### src/hdl/toc_pkg.sv
package toc_pkg;
  localparam logic [3:0] ADR_CTRL1 = 4'h0;
  localparam logic [3:0] ADR_CTRL2 = 4'h1;
  localparam logic [3:0] ADR_STATUS = 4'h2;
  localparam logic [3:0] ADR_CAP1_HI = 4'h3;
  localparam logic [3:0] ADR_CAP1_LO = 4'h4;
  localparam logic [3:0] ADR_CMP1_HI = 4'h5;
  localparam logic [3:0] ADR_CMP1_LO = 4'h6;
  localparam logic [3:0] ADR_CNT_HI = 4'h7;
  localparam logic [3:0] ADR_CNT_LO = 4'h8;
  localparam logic [3:0] ADR_ALT_HI = 4'h9;
  localparam logic [3:0] ADR_ALT_LO = 4'hA;
  localparam logic [3:0] ADR_CAP2_HI = 4'hB;
  localparam logic [3:0] ADR_CAP2_LO = 4'hC;
  localparam logic [3:0] ADR_CMP2_HI = 4'hD;
  localparam logic [3:0] ADR_CMP2_LO = 4'hE;
  // Control 1 fields
  localparam int C1_CAP_IRQ_EN = 7;
  localparam int C1_CMP_IRQ_EN = 6;
  localparam int C1_OVF_IRQ_EN = 5;
  localparam int C1_FORCE_2 = 4;
  localparam int C1_FORCE_1 = 3;
  localparam int C1_LEVEL_2 = 2;
  localparam int C1_EDGE_1 = 1;
  localparam int C1_LEVEL_1 = 0;
  // Control 2 fields
  localparam int C2_PIN_EN_1 = 7;
  localparam int C2_PIN_EN_2 = 6;
  localparam int C2_ONE_PULSE = 5;
  localparam int C2_PWM = 4;
  localparam int C2_CLK_SEL_HI = 3;
  localparam int C2_CLK_SEL_LO = 2;
  localparam int C2_EDGE_2 = 1;
  localparam int C2_EXT_EDGE = 0;
  // Flag vector positions; status byte is {flags, 3'b000}
  localparam int F_CAP1 = 4;
  localparam int F_CMP1 = 3;
  localparam int F_OVF = 2;
  localparam int F_CAP2 = 1;
  localparam int F_CMP2 = 0;
  localparam logic [7:0] CTRL1_RST = 8'h00;
  localparam logic [7:0] CTRL2_RST = 8'h00;
  localparam logic [15:0] CMP_RST = 16'h8000;
  localparam logic [15:0] CNT_RELOAD = 16'hFFFC;
  localparam logic [15:0] CAP_ONE_PULSE = 16'hFFFD;
  localparam logic [15:0] CNT_TOP = 16'hFFFF;
  localparam logic [1:0] CLK_DIV4 = 2'b00;
  localparam logic [1:0] CLK_DIV2 = 2'b01;
  localparam logic [1:0] CLK_DIV8 = 2'b10;
  localparam logic [1:0] CLK_EXT = 2'b11;
  localparam logic [2:0] DIV2_LAST = 3'h1;
  localparam logic [2:0] DIV4_LAST = 3'h3;
  localparam logic [2:0] DIV8_LAST = 3'h7;
endpackage

### src/hdl/toc_timer.sv
// The strobed register port and the placing of the registers were left to the implementer.
`timescale 1ns/10ps
module toc_timer (
  input wire logic CLOCK_I,
  input wire logic RST_N_I,
  input wire logic [3:0] ADDR_I,
  input wire logic [7:0] WDATA_I,
  input wire logic WR_I,
  input wire logic RD_I,
  output logic [7:0] RDATA_O,
  input wire logic CAPTURE_PIN_1_I,
  input wire logic CAPTURE_PIN_2_I,
  input wire logic EXT_CLOCK_I,
  input wire logic GLOBAL_IRQ_MASK_I,
  output logic COMPARE_OUTPUT_PIN_1_O,
  output logic COMPARE_OUTPUT_PIN_1_OE_N_O,
  output logic COMPARE_OUTPUT_PIN_2_O,
  output logic COMPARE_OUTPUT_PIN_2_OE_N_O,
  output logic TIMER_IRQ_O
);
  import toc_pkg::*;

  typedef struct packed {
    logic [7:0] ctrl1;
    logic [7:0] ctrl2;
    logic [4:0] flags;
    logic [4:0] armed;
    logic [1:0][15:0] cmp;
    logic [1:0][15:0] cap;
    logic [15:0] cnt;
    logic [7:0] cnt_buf;
    logic cnt_seq;
    logic [1:0] cmp_inh;
    logic [1:0] cap_inh;
    logic [1:0] pin_lat;
    logic [2:0] div_cnt;
    logic [2:0] sync1;
    logic [2:0] sync2;
    logic [2:0] sync3;
    logic [7:0] rdata;
  } toc_state_s;

  localparam toc_state_s RESET_STATE = '{
    ctrl1: CTRL1_RST,
    ctrl2: CTRL2_RST,
    flags: 5'h00,
    armed: 5'h00,
    cmp: {CMP_RST, CMP_RST},
    cap: {16'h0000, 16'h0000},
    cnt: CNT_RELOAD,
    cnt_buf: 8'h00,
    cnt_seq: 1'b0,
    cmp_inh: 2'b00,
    cap_inh: 2'b00,
    pin_lat: 2'b00,
    div_cnt: 3'h0,
    sync1: 3'h0,
    sync2: 3'h0,
    sync3: 3'h0,
    rdata: 8'h00
  };

  toc_state_s state_ff;
  toc_state_s nxt_state;

  function automatic logic [2:0] div_last(input logic [1:0] sel);
    if (sel == CLK_DIV2) begin
      return DIV2_LAST;
    end else if (sel == CLK_DIV8) begin
      return DIV8_LAST;
    end else begin
      return DIV4_LAST;
    end
  endfunction

  function automatic int cmp_flag_pos(input int k);
    return (k == 0) ? F_CMP1 : F_CMP2;
  endfunction

  logic [1:0] clk_sel;
  logic tick;
  logic pwm_mode;
  logic pulse_mode;
  logic normal_mode;
  logic [2:0] rise;
  logic [2:0] fall;
  logic cap1_edge;
  logic cap2_edge;
  logic [15:0] cnt_inc;
  logic [1:0] match;
  logic [1:0] pin_en;
  logic [1:0] level;
  logic [4:0] set_flags;
  logic [4:0] touch;
  logic [4:0] wipe;
  logic status_rd;
  logic pulse_trig;

  always_comb begin
    clk_sel = state_ff.ctrl2[C2_CLK_SEL_HI:C2_CLK_SEL_LO];
    pwm_mode = state_ff.ctrl2[C2_PWM];
    pulse_mode = state_ff.ctrl2[C2_ONE_PULSE] & ~pwm_mode;
    normal_mode = ~pwm_mode & ~pulse_mode;
    rise = state_ff.sync2 & ~state_ff.sync3;
    fall = ~state_ff.sync2 & state_ff.sync3;
    if (clk_sel == CLK_EXT) begin
      // Edge spacing is the source's duty; closer edges merge
      tick = state_ff.ctrl2[C2_EXT_EDGE] ? rise[2] : fall[2];
    end else begin
      tick = (state_ff.div_cnt == div_last(clk_sel));
    end
    cnt_inc = state_ff.cnt + 16'h0001;
    pin_en = {state_ff.ctrl2[C2_PIN_EN_2], state_ff.ctrl2[C2_PIN_EN_1]};
    level = {state_ff.ctrl1[C1_LEVEL_2], state_ff.ctrl1[C1_LEVEL_1]};
    cap1_edge = state_ff.ctrl1[C1_EDGE_1] ? rise[0] : fall[0];
    cap2_edge = state_ff.ctrl2[C2_EDGE_2] ? rise[1] : fall[1];
    pulse_trig = pulse_mode & cap1_edge;
    status_rd = RD_I && (ADDR_I == ADR_STATUS);
    for (int k = 0; k < 2; k++) begin
      // Compared against the value the counter takes on this tick
      match[k] = tick && !state_ff.cmp_inh[k] && (cnt_inc == state_ff.cmp[k]);
    end
    touch = 5'h00;
    touch[F_CAP1] = (RD_I || WR_I) && (ADDR_I == ADR_CAP1_LO);
    touch[F_CMP1] = (RD_I || WR_I) && (ADDR_I == ADR_CMP1_LO);
    touch[F_OVF] = (RD_I || WR_I) && (ADDR_I == ADR_CNT_LO);
    touch[F_CAP2] = (RD_I || WR_I) && (ADDR_I == ADR_CAP2_LO);
    touch[F_CMP2] = (RD_I || WR_I) && (ADDR_I == ADR_CMP2_LO);
    wipe = state_ff.armed & touch;
  end

  always_comb begin
    nxt_state = state_ff;
    set_flags = 5'h00;
    nxt_state.rdata = 8'h00;
    nxt_state.sync1 = {EXT_CLOCK_I, CAPTURE_PIN_2_I, CAPTURE_PIN_1_I};
    nxt_state.sync2 = state_ff.sync1;
    nxt_state.sync3 = state_ff.sync2;
    nxt_state.div_cnt = (tick || clk_sel == CLK_EXT) ? 3'h0 : state_ff.div_cnt + 3'h1;

    if (tick) begin
      nxt_state.cnt = cnt_inc;
      if (state_ff.cnt == CNT_TOP) begin
        set_flags[F_OVF] = 1'b1;
      end
    end

    if (normal_mode) begin
      for (int k = 0; k < 2; k++) begin
        if (match[k]) begin
          set_flags[cmp_flag_pos(k)] = 1'b1;
          if (pin_en[k]) begin
            nxt_state.pin_lat[k] = level[k];
          end
        end
      end
    end else if (pulse_mode) begin
      if (match[0] && pin_en[0]) begin
        nxt_state.pin_lat[0] = level[0];
      end
      if (match[1]) begin
        set_flags[F_CMP2] = 1'b1;
      end
    end else begin
      // PWM: compare 2 closes the period and restarts the counter
      if (match[0] && pin_en[0]) begin
        nxt_state.pin_lat[0] = level[0];
      end
      if (match[1]) begin
        if (pin_en[0]) begin
          nxt_state.pin_lat[0] = level[1];
        end
        nxt_state.cnt = CNT_RELOAD;
        set_flags[F_CAP1] = 1'b1;
      end
    end

    if (pulse_trig) begin
      nxt_state.cnt = CNT_RELOAD;
      if (pin_en[0]) begin
        nxt_state.pin_lat[0] = level[1];
      end
      nxt_state.cap[0] = CAP_ONE_PULSE;
      set_flags[F_CAP1] = 1'b1;
    end else if (normal_mode && cap1_edge && !state_ff.cap_inh[0]) begin
      nxt_state.cap[0] = state_ff.cnt;
      set_flags[F_CAP1] = 1'b1;
    end
    if (cap2_edge && !state_ff.cap_inh[1]) begin
      nxt_state.cap[1] = state_ff.cnt;
      set_flags[F_CAP2] = 1'b1;
    end

    if (WR_I) begin
      if (ADDR_I == ADR_CTRL1) begin
        // Force bits act on the write in normal mode only and always read back as zero
        nxt_state.ctrl1 = WDATA_I & 8'hE7;
        if (normal_mode) begin
          if (WDATA_I[C1_FORCE_1] && pin_en[0]) begin
            nxt_state.pin_lat[0] = WDATA_I[C1_LEVEL_1];
          end
          if (WDATA_I[C1_FORCE_2] && pin_en[1]) begin
            nxt_state.pin_lat[1] = WDATA_I[C1_LEVEL_2];
          end
        end
      end else if (ADDR_I == ADR_CTRL2) begin
        nxt_state.ctrl2 = WDATA_I;
      end else if (ADDR_I == ADR_CMP1_HI) begin
        nxt_state.cmp[0][15:8] = WDATA_I;
        nxt_state.cmp_inh[0] = 1'b1;
      end else if (ADDR_I == ADR_CMP1_LO) begin
        nxt_state.cmp[0][7:0] = WDATA_I;
        nxt_state.cmp_inh[0] = 1'b0;
      end else if (ADDR_I == ADR_CMP2_HI) begin
        nxt_state.cmp[1][15:8] = WDATA_I;
        nxt_state.cmp_inh[1] = 1'b1;
      end else if (ADDR_I == ADR_CMP2_LO) begin
        nxt_state.cmp[1][7:0] = WDATA_I;
        nxt_state.cmp_inh[1] = 1'b0;
      end else if (ADDR_I == ADR_CNT_LO || ADDR_I == ADR_ALT_LO) begin
        nxt_state.cnt = CNT_RELOAD;
        nxt_state.div_cnt = 3'h0;
      end
    end

    if (RD_I) begin
      if (ADDR_I == ADR_CTRL1) begin
        nxt_state.rdata = state_ff.ctrl1;
      end else if (ADDR_I == ADR_CTRL2) begin
        nxt_state.rdata = state_ff.ctrl2;
      end else if (ADDR_I == ADR_STATUS) begin
        nxt_state.rdata = {state_ff.flags, 3'b000};
      end else if (ADDR_I == ADR_CAP1_HI) begin
        nxt_state.rdata = state_ff.cap[0][15:8];
        nxt_state.cap_inh[0] = 1'b1;
      end else if (ADDR_I == ADR_CAP1_LO) begin
        nxt_state.rdata = state_ff.cap[0][7:0];
        nxt_state.cap_inh[0] = 1'b0;
      end else if (ADDR_I == ADR_CAP2_HI) begin
        nxt_state.rdata = state_ff.cap[1][15:8];
        nxt_state.cap_inh[1] = 1'b1;
      end else if (ADDR_I == ADR_CAP2_LO) begin
        nxt_state.rdata = state_ff.cap[1][7:0];
        nxt_state.cap_inh[1] = 1'b0;
      end else if (ADDR_I == ADR_CMP1_HI) begin
        nxt_state.rdata = state_ff.cmp[0][15:8];
      end else if (ADDR_I == ADR_CMP1_LO) begin
        nxt_state.rdata = state_ff.cmp[0][7:0];
      end else if (ADDR_I == ADR_CMP2_HI) begin
        nxt_state.rdata = state_ff.cmp[1][15:8];
      end else if (ADDR_I == ADR_CMP2_LO) begin
        nxt_state.rdata = state_ff.cmp[1][7:0];
      end else if (ADDR_I == ADR_CNT_HI || ADDR_I == ADR_ALT_HI) begin
        // Low byte frozen so a two-byte read is coherent
        nxt_state.rdata = state_ff.cnt[15:8];
        nxt_state.cnt_buf = state_ff.cnt[7:0];
        nxt_state.cnt_seq = 1'b1;
      end else if (ADDR_I == ADR_CNT_LO || ADDR_I == ADR_ALT_LO) begin
        nxt_state.rdata = state_ff.cnt_seq ? state_ff.cnt_buf : state_ff.cnt[7:0];
        nxt_state.cnt_seq = 1'b0;
      end
    end

    // Set wins over a clear in the same cycle
    nxt_state.flags = (state_ff.flags & ~wipe) | set_flags;
    nxt_state.armed = (state_ff.armed & ~wipe) | (status_rd ? state_ff.flags : 5'h00);
  end

  always_ff @(posedge CLOCK_I) begin
    if (!RST_N_I) begin
      state_ff <= RESET_STATE;
    end else begin
      state_ff <= nxt_state;
    end
  end

  assign RDATA_O = state_ff.rdata;
  assign COMPARE_OUTPUT_PIN_1_O = state_ff.pin_lat[0];
  assign COMPARE_OUTPUT_PIN_2_O = state_ff.pin_lat[1];
  // Disabled pin is released to the port's general I/O use
  assign COMPARE_OUTPUT_PIN_1_OE_N_O = ~state_ff.ctrl2[C2_PIN_EN_1];
  assign COMPARE_OUTPUT_PIN_2_OE_N_O = ~state_ff.ctrl2[C2_PIN_EN_2];
  assign TIMER_IRQ_O = !GLOBAL_IRQ_MASK_I && (
      (state_ff.ctrl1[C1_CAP_IRQ_EN] && (state_ff.flags[F_CAP1] || state_ff.flags[F_CAP2])) ||
      (state_ff.ctrl1[C1_CMP_IRQ_EN] && (state_ff.flags[F_CMP1] || state_ff.flags[F_CMP2])) ||
      (state_ff.ctrl1[C1_OVF_IRQ_EN] && state_ff.flags[F_OVF]));
endmodule

### config.mk
export PLATFORM = sky130hd
export DESIGN_NAME = toc_timer
export DESIGN_NICKNAME = d
export VERILOG_FILES = /design/src/hdl/toc_pkg.sv /design/src/hdl/toc_timer.sv
export SDC_FILE = /design/constraint.sdc
export NUM_CORES = 1
export LEC_CHECK = 0
export BUFFER_PORTS_ARGS = -buffer_cell sky130_fd_sc_hd__clkbuf_2
export CAP_MARGIN = 20
export CELL_PAD_IN_SITES_DETAIL_PLACEMENT = 1
export CELL_PAD_IN_SITES_GLOBAL_PLACEMENT = 2
export CORE_MARGIN = 2
export CORE_UTILIZATION = 42
export CTS_BUF_LIST = sky130_fd_sc_hd__clkbuf_4 sky130_fd_sc_hd__clkbuf_8
export CTS_CLUSTER_SIZE = 24
export DETAILED_ROUTE_END_ITERATION = 8
export PLACE_DENSITY = 0.95
export SLEW_MARGIN = 10
export SYNTH_ARGS = -nofsm -noshare
export SYNTH_HDL_FRONTEND = slang
export SYNTH_SLANG_ARGS = --single-unit
### constraint.sdc
create_clock -name CLOCK_I -period 6 [get_ports CLOCK_I]
set_input_delay 0 -clock CLOCK_I [delete_from_list [all_inputs] [get_ports CLOCK_I]]
set_output_delay 0 -clock CLOCK_I [all_outputs]
set_load 0.1 [all_outputs]
==> Word level (Yosys, flattened, before mapping) <==
Index checks and enable logic that the tools add are counted.
{ "word_totals": {"out_inout_bits": 13, "reg_bits": 139, "elab_cells": 217} }
{ "op_classes": {"muxes": 84, "n_addsub": 2, "eq_ne": 21, "n_bitwise": 30, "reduce_logical": 55} }
{ "op_table": {"columns": ["cell", "n"], "rows": [
  ["2-to-1 mux 16 bit", 15],
  ["2-to-1 mux 8 bit", 14],
  ["2-to-1 mux 1 bit", 40],
  ["2-to-1 mux 3 bit", 11],
  ["equality test 16 bit", 2],
  ["equality test 4 bit (second input constant)", 7],
  ["AND reduction 13 bit", 2],
  ["logical AND 1 bit", 20],
  ["NOT 1 bit", 17],
  ["adder 16 x 1 -> 16 bit (second input constant)", 1],
  ["equality test 16 bit (second input constant)", 1],
  ["equality test 4 x 3 -> 1 bit (second input constant)", 4],
  ["bitwise AND 5 bit", 3],
  ["AND reduction 7 bit", 2],
  ["AND reduction 6 bit", 2],
  ["nonzero test 2 bit", 6],
  ["2-to-1 mux 5 bit", 2],
  ["OR 5 bit", 2],
  ["AND reduction 5 bit", 2],
  ["equality test 4 x 2 -> 1 bit (second input constant)", 2],
  ["logical OR 1 bit", 8],
  ["AND reduction 4 bit", 2],
  ["bitwise AND 3 bit", 2],
  ["NOT 3 bit", 2],
  ["other kinds (13)", 23]
]} }

==> Longest topological paths before layout <==
Gate-level depths: netlist of run 1.
{ "logic_depth": {"depth_word": 20, "ltp_mapped": 12} }

==> Worst setup path before layout of run 1 <==
No wires, ideal clock.
{ "synth_timing": {"path_type": "reg-to-reg", "startpoint": "register state_ff[35] in the netlist's numbering", "endpoint": "register state_ff (netlist bit COMPARE_OUTPUT_PIN_1_O)", "setup_slack_ns": 3.161, "path_buffers": 2, "stages_incl_launch_ff": 12, "arrival_time_ns": 2.752, "cell_sequence": "dfxtp_1 -> ha_1 -> buf_2 -> inv_1 -> or4_1 -> buf_2 -> and3b_1 -> or4_4 -> nor4_4 -> and4_1 -> a211oi_1 -> o31ai_1"} }
{ "synth_between": {"elab_chain_cells": 15} }
{ "synth_lines": {"columns": ["item", "line_no", "rtl"], "rows": [
  ["start: declaration", "toc_timer.sv:63", "toc_state_s state_ff;"],
  ["start signal: assignment", "toc_timer.sv:273", "state_ff <= nxt_state;"],
  ["adder 16 x 1 -> 16 bit (*)", "toc_timer.sv:112", "cnt_inc = state_ff.cnt + 16'h0001;"],
  ["equality test 16 bit", "toc_timer.sv:121", "match[k] = tick && !state_ff.cmp_inh[k] && (cnt_inc == state_ff.cmp[k]);"],
  ["logical AND 1 bit", "toc_timer.sv:121", null],
  ["logical AND 1 bit", "toc_timer.sv:158, toc_timer.sv:166", null],
  ["2-to-1 mux 1 bit", "toc_timer.sv:158, toc_timer.sv:166", null],
  ["2-to-1 mux 1 bit", "toc_timer.sv:170", "if (pin_en[0]) begin"],
  ["2-to-1 mux 1 bit", "toc_timer.sv:169", "if (match[1]) begin"],
  ["2-to-1 mux 1 bit", "toc_timer.sv:157", "end else if (pulse_mode) begin"],
  ["2-to-1 mux 1 bit (*)", "toc_timer.sv:148", "if (normal_mode) begin"],
  ["2-to-1 mux 1 bit", "toc_timer.sv:180", "if (pin_en[0]) begin"],
  ["2-to-1 mux 1 bit (*)", "toc_timer.sv:178", "if (pulse_trig) begin"],
  ["2-to-1 mux 1 bit", "toc_timer.sv:199", "if (WDATA_I[C1_FORCE_1] && pin_en[0]) begin"],
  ["2-to-1 mux 2 bit", "toc_timer.sv:198", "if (normal_mode) begin"],
  ["2-to-1 mux 2 bit", "toc_timer.sv:195", "if (ADDR_I == ADR_CTRL1) begin"],
  ["2-to-1 mux 5 bit (*)", "toc_timer.sv:194", "if (WR_I) begin"]
]} }
Mark *: on every way between the ends. The rest lies on a longest branch, timed or not.
A chain may end at the register's enable or synchronous reset.

==> Worst setup path after layout of run 1 <==
Same ends and word-level chain as after synthesis.

==> results.md, run 1 <==
* Status: complete, no violations
* CTS Buffer Depth at 2
* Core Area at 17840 um2
* Logic pwr share at 0.107
* Drt pass-1 iters at 5
* Startpoint types: flip-flop
* Starting DRC count in detailed routing at 846
* Critical Path End Type: flip-flop
* Crit path time final at 4.070 ns
* Syn Nets at 964
* RSZ-0062 raised after global routing: no
* Die area at 19170 um2
* Nets@finish at 959
* Gr ovfl total at 0
* TritonCTS clock tree: yes
* IO Count at 33
* Largest net degree at the start of global routing at 60
* Synth Register Bits at 139
* Setup Buffers After CTS at 0
* Gr usage total at 0.2914
* GRT met3 Usage at 0.06720
* EDFF count, synth at 0
* Pleak at 0.003155 uW
* Vias at 7345
* Root Driver: clkbuf_8
* Synth top area share at 0.3664
* Power share of the sequential group at 0.472
* Internal Pwr Total at 1444 uW
* Critical path arrival at 4.43 ns
* Input/output buffers at 32
* Detail Route Antenna Nets at 0
* Ys Warns at 0
* Worst-skew pair later-pin latency at 0.48 ns
* Post-synth top area cell: dfxtp_1
* Ratio of cells with drive above 1 in the final layout at 0.1000
* Hold Crit Class: in2reg
* Max Fanout on Critical Path at 17
* Vias per cell at 6.230
* Mux contribution to synthesized area at 0.09885
* Worst slack at placement at 1.774 ns
* P_sw at 605.4 uW
* Predominant post-synthesis flop cell: dfxtp_1
* Die width at 138.5 um
* Synth-to-layout area growth at 9.671%
* Clk_skew at 0.01340 ns
* Slew HR at 0.3032
* Met2 Track Usage GR at 0.4588
* Setup ws final at 1.930 ns
* Sink Count at 139
* PD cells at 246.0 nW/um2
* Synth Area in Simple Gates at 0.2379
* CTS clk-pin slew, worst paths at 0.09 ns
* First-pass GRT wire length at 43.10 mm
* Worst vdd ir at 0.1942 mV
* Vias in the first global route at 7203
* Chip height at 138.5 um
* Slew @ Worst Pin at 1.041 ns
* Sw frac at 0.2955
* Distinct cells, synth at 72
* Initial Util at 0.4257
* DR DRC count at 0
* Crit Path Category: reg2reg
* Asr flop ratio synth at 0
* WL/cell at 23.99 um
* Largest family of logic cells by synthesized area: simple AND/OR/NAND/NOR gates
* Setup violators final at 0
* Clk pwr share at 0.421
* F_max at 0.2457 GHz
* Fin. Hold Viols at 0
* Total Wirelength at 28.29 mm
* Syn Area/Cell at 8.062 um2
* Post-synthesis adder-cell area fraction at 0.003295
* Fin Setup TNS at 0 ns
* Synth area leaders: dfxtp_1, mux2i_1, nor2_1
* Max-cap violations at 0
* Busiest grt layer: met2
* Mapped Area at 7595 um2
* Post-synthesis compound-gate area fraction at 0.1781
* XOR/XNOR Fraction of Synth Area at 0.06112
* Post-Syn Instances at 942
* Pins Over Slew Limit at 0
* H-tree depth at 4
* TritonCTS Buffers at 17
* Seq/Total Area, Yosys at 0.3664
* Initial antenna violation count at 0
* Antenna cells at 0
* Critical path required time at 6.36 ns
* GR Layer Usage met1 at 0.3931
* Period utilisation layout at 0.6783
* Hpwl dp at 20.04 mm
* Row count at 49
* GP Congestion at 0.9617
==> flip-flops by register name (all words and copies together), names as in the netlist <==
name / cells
nxt_state: 6
clk_sel: 2
COMPARE_OUTPUT_PIN_1_O: 1
level: 2
pin_en: 2
COMPARE_OUTPUT_PIN_2_O: 1
state_ff: 116
pwm_mode: 1
RDATA_O: 8
==> area by class of cell <==
cell class / count / area [um2]
Multi-Input combinational cell: 708 / 4402
Timing Repair Buffer: 55 / 362.8
Tap cell: 229 / 286.5
Fill cell: 2152 / 9512
Clock inverter: 15 / 201.4
Inverter: 16 / 60.06
Sequential cell: 139 / 2783
Clock buffer: 17 / 234.0
==> per-stage QoR <==
step / cells / total power, uW / hold WS (ns) / utilization / instance area (um2)
floorplan: 942 / 1129 / 0.1240 / - / 7595
CTS: 1177 / 2044 / 0.01283 / 0.4660 / 8314
detailed placement: 1133 / 1193 / 0.2132 / 0.4349 / 7759
global route: 1179 / 2108 / 0.05328 / 0.4669 / 8329
finish: 1179 / 2049 / 0.03584 / 0.4669 / 8329
global placement: 1133 / 1190 / 0.2051 / 0.4349 / 7759
==> kinds of logic (layout without fill, tap and decap cells) <==
| kind of cell | count (synthesis) | in the layout |
|---|---|---|
| xor+xnor | 53 | 53 |
| flops | 139 | 139 |
| buf+inv | 95 | 103 |
| simple gates | 376 | 376 |
| mux | 73 | 73 |
| fa+ha+maj | 2 | 2 |
| compound gates | 204 | 204 |
==> cell usage in the layout (no fill, tap or decap), types with 15 or more instances in the layout <==
cell,count
dfxtp_1,139
nor2_1,133
nand2_1,92
mux2i_1,66
a21oi_1,50
o21ai_0,40
xnor2_1,36
clkbuf_2,32
nand3_1,30
nor3_1,22
o22ai_1,18
xor2_1,17
clkbuf_8,17
inv_1,15
nor2b_1,15
==> final timing paths <==
kind / startpoint / to / slack, ns / cells past startpoint
worst min-delay path: RST_N_I / state_ff[114] / 0.04 / 2
worst max-delay path: state_ff[35] / COMPARE_OUTPUT_PIN_1_O / 1.93 / 9
worst max register to register: state_ff[35] / COMPARE_OUTPUT_PIN_1_O / 1.93 / 9
worst min register to register: nxt_state[11] / nxt_state[8] / 0.44 / 1
==> synth_stat cells (9+ instances only) <==
cell and number:
xnor2_1 36, nor2b_1 15, a211oi_1 9, mux2i_1 66, xor2_1 17, o22ai_1 18, and2_1 11, nand2_1 92
buf_4 11, nand3_1 30, clkbuf_1 53, nand2b_1 13, nor3_1 22, o21ai_0 40, and3_1 10, a21oi_1 50
nor2_1 134, a31oi_1 13, dfxtp_1 139, inv_1 15
==> critical path, cell delays in order, from the launching register on <==
cell and delay, ns:
dfxtp_1 0.66, ha_1 0.65, inv_1 0.24, or4_1 0.70, and3b_1 0.23, or4_4 0.49, nor4_4 0.39, a31oi_1 0.15
a211oi_1 0.31, o31ai_1 0.13
==> layer usage <==
metal | vias up | wire length [um] | share of wire
met5 | - | 0 | 0
met4 | 0 | 985 | 0.035
met3 | 64 | 2330 | 0.082
met2 | 335 | 12690 | 0.45
met1 | 3616 | 12290 | 0.43
li1 | 3330 | - | -
==> power by group through the flow <==
stage / combinational [uW] / clock, uW / sequential (uW)
6_report: 219 / 863 / 967
5_1_grt: 234 / 905 / 969
4_1_cts: 213 / 865 / 966
3_5_place_dp: 205 / 0 / 988
3_3_place_gp: 203 / 0 / 987
2_1_floorplan: 154 / 0 / 976
==> repair_timing <==
action                                 4_1_cts  5_1_grt
gates resized for setup                      0        0
endpoints found under the hold margin       48        0
hold buffers                                12        0
(Power assumes the default switching activity.)
==> run 2: changes to the inputs <==
--- a/config.mk
+++ b/config.mk
@@ -10,11 +10,11 @@
 export CELL_PAD_IN_SITES_DETAIL_PLACEMENT = 1
 export CELL_PAD_IN_SITES_GLOBAL_PLACEMENT = 2
 export CORE_MARGIN = 2
-export CORE_UTILIZATION = 42
+export CORE_UTILIZATION = 35
 export CTS_BUF_LIST = sky130_fd_sc_hd__clkbuf_4 sky130_fd_sc_hd__clkbuf_8
 export CTS_CLUSTER_SIZE = 24
 export DETAILED_ROUTE_END_ITERATION = 8
-export PLACE_DENSITY = 0.95
+export PLACE_DENSITY = 0.89
 export SLEW_MARGIN = 10
 export SYNTH_ARGS = -nofsm -noshare
 export SYNTH_HDL_FRONTEND = slang
==> constraint.sdc (replaced) <==
create_clock -name CLOCK_I -period 3.57 [get_ports CLOCK_I]
set_input_delay 0 -clock CLOCK_I [delete_from_list [all_inputs] [get_ports CLOCK_I]]
set_output_delay 0 -clock CLOCK_I [all_outputs]
set_load 0.1 [all_outputs]
==> results.md, run 2 (synthesis results as in run 1) <==
* Critical path arrival at 3.57 ns (was 4.43 ns)
* Critical path required time at 3.89 ns (was 6.36 ns)
* Largest stage delay, worst path at 0.68 ns (was 0.70 ns)
* CP bufs+invs at 1 (unchanged)
* Antenna cells at 0 (unchanged)
* Root Driver: clkbuf_8 (unchanged)
* F_max at 0.3072 GHz (was 0.2457 GHz)
* Setup violators final at 0 (unchanged)
* Die width at 151.3 um (was 138.5 um)
* H-tree depth at 4 (unchanged)
* First-pass GRT wire length at 44.26 mm (was 43.10 mm)
* Input/output buffers at 32 (unchanged)
* Worst-skew pair later-pin latency at 0.47 ns (was 0.48 ns)
* Slowest CP cell: or4_1 (unchanged)
* Top reg by flops: state_ff (unchanged)
* GP Congestion at 0.9956 (was 0.9617)
* Core Util, Final at 0.4024 (was 0.4669)
* Critical Path End Type: flip-flop (unchanged)
* Crit path time final at 3.255 ns (was 4.070 ns)
* Fin Setup TNS at 0 ns (unchanged)
* Nets@finish at 982 (was 959)
* Hpwl dp at 21.51 mm (was 20.04 mm)
* Setup ws final at 0.3147 ns (was 1.930 ns)
* Slew @ Worst Pin at 1.130 ns (was 1.041 ns)
* CP delay by family, top: simple AND/OR/NAND/NOR gates (unchanged)
* Hold Crit Depth at 2 (unchanged)
* Clk_skew at 0.01288 ns (was 0.01340 ns)
* Most common cell after layout, fill and taps aside: dfxtp_1 (unchanged)
* Core Area at 21150 um2 (was 17840 um2)
* Hold Crit Class: in2reg (unchanged)
* Pins Over Slew Limit at 0 (unchanged)
* Crit Path Category: reg2reg (unchanged)
* Most frequent cells in the layout: dfxtp_1, nor2_1, nand2_1 (unchanged)
* Worst vdd ir at 0.2327 mV (was 0.1942 mV)
* Sink Count at 139 (unchanged)
* Synth-to-layout area growth at 12.08% (was 9.671%)
* Gr ovfl total at 0 (unchanged)
* Vias in the first global route at 7190 (was 7203)
* Largest net degree at the start of global routing at 46 (was 60)
* # fillers at 2545 (was 2152)
* Ratio of cells with drive above 1 in the final layout at 0.1214 (was 0.1000)
* Row count at 53 (was 49)
* WL/cell at 23.30 um (was 23.99 um)
* Initial antenna violation count at 0 (unchanged)
* Die area at 22890 um2 (was 19170 um2)
* Status: complete, no violations (unchanged)
* Max-cap violations at 0 (unchanged)
* Levels on crit path at 9 (unchanged)
* Max Fanout on Critical Path at 16 (was 17)
* Initial Util at 0.3590 (was 0.4257)
* Worst slack at placement at 0.1538 ns (was 1.774 ns)
* CTS Buffer Depth at 2 (unchanged)
* IO Count at 33 (unchanged)
* CTS clk-pin slew, worst paths at 0.09 ns (about the same)
* Startpoint types: flip-flop (unchanged)
* RSZ-0062 raised after global routing: no (unchanged)
* Detail Route Antenna Nets at 0 (unchanged)
* TritonCTS Buffers at 17 (unchanged)
* R2R depth at 9 (unchanged)
* Vias at 7379 (was 7345)
* Period utilisation layout at 0.9119 (was 0.6783)
* Starting DRC count in detailed routing at 750 (was 846)
* PD cells at 387.1 nW/um2 (was 246.0 nW/um2)
* Gr usage total at 0.2604 (was 0.2914)
* Slew HR at 0.2449 (was 0.3032)
* Worst path cell trace: ha_1 -> inv_1 -> or4_1 -> xnor2_1 -> o21ai_0 -> nor4_1 -> and3_1 -> a211oi_4 -> nand2_1 (was ha_1 -> inv_1 -> or4_1 -> and3b_1 -> or4_4 -> nor4_4 -> a31oi_1 -> a211oi_1 -> o31ai_1)
* Total Wirelength at 29.05 mm (was 28.29 mm)
* Vias per cell at 5.917 (was 6.230)
* DR DRC count at 0 (unchanged)
* Max FFs per register at 116 (unchanged)
* Drt pass-1 iters at 5 (unchanged)
* Fin. Hold Viols at 0 (unchanged)
* TritonCTS clock tree: yes (unchanged)
* Chip height at 151.3 um (was 138.5 um)
* Pleak at 0.003238 uW (was 0.003155 uW)
-- run 2: changes by cell type in the layout (fill, tap and decap cells not counted) --
cell and delta:
clkbuf_8 +1, dlygate4sd3_1 -1, inv_6 -2, bufinv_16 -2
clkinv_2 +1, buf_4 +25, inv_8 -1, a211oi_4 +1
a211oi_2 -1, clkbuf_4 -1, clkinv_4 +2
-- run 2: what timing repair did --
action	CTS	global route
resized for setup	0	1
setup endpoints to repair	0	16
hold buffers	11	0
hold endpoints to repair	47	0
setup buffers	0	0
-- run 2: final timing paths --
path,start,end,slack (ns)
worst min-delay path,RST_N_I,state_ff[114],0.02
worst min register to register,nxt_state[11],nxt_state[8],0.44
worst max register to register,state_ff[35],state_ff[43],0.31
worst max-delay path,state_ff[35],state_ff[43],0.31
-- run 2: area by class of cell --
cell class                      count  area (um2)  share of cell area
Timing Repair Buffer               78       533.0             0.06262
Clock buffer                       18       247.7             0.02910
Tap cell                          275       344.1             0.04042
Multi-Input combinational cell    708        4409              0.5180
Inverter                           16       60.06            0.007056
Sequential cell                   139        2783              0.3269
Clock inverter                     13       135.1             0.01588
-- run 2: metrics by stage --
stage                     total power [uW]  cells  hold WS (ns)  instance area [um2]
after detailed placement              2019   1205        0.2167                 8011
after global placement                2013   1205        0.2051                 8011
final                                 3295   1247       0.01523                 8512
after floorplan                       1898    942        0.1240                 7595
after global routing                  3406   1247       0.02287                 8512
after CTS                             3303   1247      0.001290                 8504
-- run 2: layer usage --
metal / track usage / share of wire / vias to the layer above
met4: 0.09579 / 0.031 / 0
met1: 0.3625 / 0.46 / 3698
li1: - / - / 3369
met2: 0.4061 / 0.46 / 260
met3: 0.04127 / 0.056 / 52
met5: 0 / 0 / -
-- run 2: report_power, final --
group	total, uW	internal [uW]	switching (uW)
sequential	1620	1590	37.3
combinational	379	127	252
clock	1290	584	708
==> run 3: changes to the inputs <==
==> constraint.sdc (replaced) <==
create_clock -name CLOCK_I -period 3.57 [get_ports CLOCK_I]
set_input_delay 0.1785 -clock CLOCK_I [delete_from_list [all_inputs] [get_ports CLOCK_I]]
set_output_delay 0.1785 -clock CLOCK_I [all_outputs]
set_load 0.1 [all_outputs]
==> results.md, run 3 (synthesis results as in run 1) <==
* Fin Setup TNS at 0 ns (unchanged)
* Critical path required time at 3.95 ns (was 3.89 ns)
* Clk_skew at 0.01668 ns (was 0.01288 ns)
* Starting DRC count in detailed routing at 700 (was 750)
* Most common cell after layout, fill and taps aside: dfxtp_1 (unchanged)
* CTS clk-pin slew, worst paths at 0.10 ns (was 0.09 ns)
* Antenna cells at 0 (unchanged)
* Logic pwr share at 0.114 (was 0.115)
* Power share of the sequential group at 0.489 (was 0.493)
* Gr ovfl total at 0 (unchanged)
* Nets@finish at 980 (was 982)
* Final instance area at 8473 um2 (was 8512 um2)
* Critical path arrival at 3.58 ns (was 3.57 ns)
* DR DRC count at 0 (unchanged)
* Pins Over Slew Limit at 0 (unchanged)
* Detail Route Antenna Nets at 0 (unchanged)
* Hold_ws at 0.03861 ns (was 0.01523 ns)
* Top reg by flops: state_ff (unchanged)
* Worst vdd ir at 0.2538 mV (was 0.2327 mV)
* TritonCTS clock tree: yes (unchanged)
* Die width at 151.3 um (unchanged)
* Setup Buffers After CTS at 0 (unchanged)
* Internal Pwr Total at 2284 uW (was 2297 uW)
* TritonCTS Buffers at 17 (unchanged)
* Period utilisation layout at 0.8946 (was 0.9119)
* Synth-to-layout area growth at 11.57% (was 12.08%)
* Max FFs per register at 116 (unchanged)
* Critical Path End Type: flip-flop (unchanged)
* Worst-skew pair later-pin latency at 0.48 ns (was 0.47 ns)
* Cts hold-fix bufs at 3 (was 11)
* Clk pwr share at 0.397 (was 0.392)
* Die area at 22890 um2 (unchanged)
* Pleak at 0.003224 uW (was 0.003238 uW)
* Chip height at 151.3 um (unchanged)
* First-pass GRT wire length at 44.10 mm (was 44.26 mm)
* Dpl cell area at 8049 um2 (was 8011 um2)
* Input/output buffers at 32 (unchanged)
* Status: complete, no violations (unchanged)
* Vias at 7398 (was 7379)
* Root Driver: clkbuf_8 (unchanged)
* Crit path time final at 3.194 ns (was 3.255 ns)
* Vias per cell at 5.937 (was 5.917)
* Total Wirelength at 29.33 mm (was 29.05 mm)
* Startpoint types: flip-flop (unchanged)
* GP Congestion at 0.9791 (was 0.9956)
* Initial antenna violation count at 0 (unchanged)
* Ratio of cells with drive above 1 in the final layout at 0.1287 (was 0.1214)
* Initial Util at 0.3590 (unchanged)
* Row count at 53 (unchanged)
* F_max at 0.3131 GHz (was 0.3072 GHz)
* Gr usage total at 0.2626 (was 0.2604)
* Hpwl dp at 21.61 mm (was 21.51 mm)
* Crit Path Category: reg2reg (unchanged)
* Max-cap violations at 0 (unchanged)
* Core Area at 21150 um2 (unchanged)
* Drt pass-1 iters at 5 (unchanged)
* P_sw at 1032 uW (was 997.2 uW)
* CTS-repair resized insts at 0 (unchanged)
* Hold Crit Class: in2reg (unchanged)
* IO Count at 33 (unchanged)
* Largest net degree at the start of global routing at 44 (was 46)
* Hold Crit Depth at 3 (was 2)
* Sw frac at 0.3113 (was 0.3027)
* R2R depth at 9 (unchanged)
* Max Fanout on Critical Path at 7 (was 16)
* H-tree depth at 4 (unchanged)
* Sink Count at 139 (unchanged)
* Fin. Hold Viols at 0 (unchanged)
* RSZ-0062 raised after global routing: no (unchanged)
* WL/cell at 23.54 um (was 23.30 um)
* Slew @ Worst Pin at 1.004 ns (was 1.130 ns)
* CTS Buffer Depth at 2 (unchanged)
* Setup violators final at 0 (unchanged)
* PD cells at 391.3 nW/um2 (was 387.1 nW/um2)
* Slew HR at 0.3295 (was 0.2449)
* Vias in the first global route at 7180 (was 7190)
* Most frequent cells in the layout: dfxtp_1, nor2_1, nand2_1 (unchanged)
==> run 3: changes by cell type in the layout (fill, tap and decap cells not counted), sizes merged <==
cell	previous run	this run
clkinv	6	1
clkinvlp	1	4
dlygate4sd3	11	3
buf	35	41
clkbuf	50	49
inv	21	25
==> run 3: routing by layer <==
layer,part of all wire,vias up,track usage
li1,-,3370,-
met1,0.44,3687,0.3447
met2,0.45,281,0.4111
met3,0.068,60,0.06536
met4,0.036,0,0.1084
met5,0,-,0
==> run 3: cell type report <==
class | count | area [um2]
Fill cell | 2534 | 12680
Multi-Input combinational cell | 708 | 4402
Sequential cell | 139 | 2783
Clock inverter | 15 | 152.6
Clock buffer | 17 | 234.0
Timing Repair Buffer | 76 | 498.0
Tap cell | 275 | 344.1
Inverter | 16 | 60.06
==> run 3: power by group through the flow <==
stage / Clock [uW] / Sequential (uW) / Combinational, uW
6_report: 1320 / 1620 / 377
5_1_grt: 1400 / 1630 / 407
4_1_cts: 1340 / 1620 / 372
3_5_place_dp: 0 / 1660 / 367
3_3_place_gp: 0 / 1660 / 362
2_1_floorplan: 0 / 1640 / 258
==> run 3: critical path, cell delays in order (launching register included) <==
cell and delay (ns):
dfxtp_1 0.39, ha_1 0.21, inv_1 0.14, or4_1 0.68, and3b_1 0.25, or4_4 0.49
nor4_4 0.34, and4_1 0.26, a211oi_1 0.05, o31ai_1 0.29
==> run 3: final timing paths <==
| check | from | endpoint | slack [ns] |
|---|---|---|---|
| max | state_ff[36] | COMPARE_OUTPUT_PIN_1_O | 0.38 |
| min reg2reg | nxt_state[11] | nxt_state[8] | 0.44 |
| max reg2reg | state_ff[36] | COMPARE_OUTPUT_PIN_1_O | 0.38 |
| min | WDATA_I[1] | state_ff[92] | 0.04 |
==> run 3: metrics by stage <==
step                utilization  cells  power, uW  worst slack [ns]
finish                   0.4005   1246       3316            0.3764
global route             0.4005   1246       3430            0.1550
CTS                      0.4002   1245       3329            0.1982
detailed placement       0.3805   1210       2023            0.2409
global placement         0.3805   1210       2018            0.2425
floorplan                     -    942       1898            0.7306
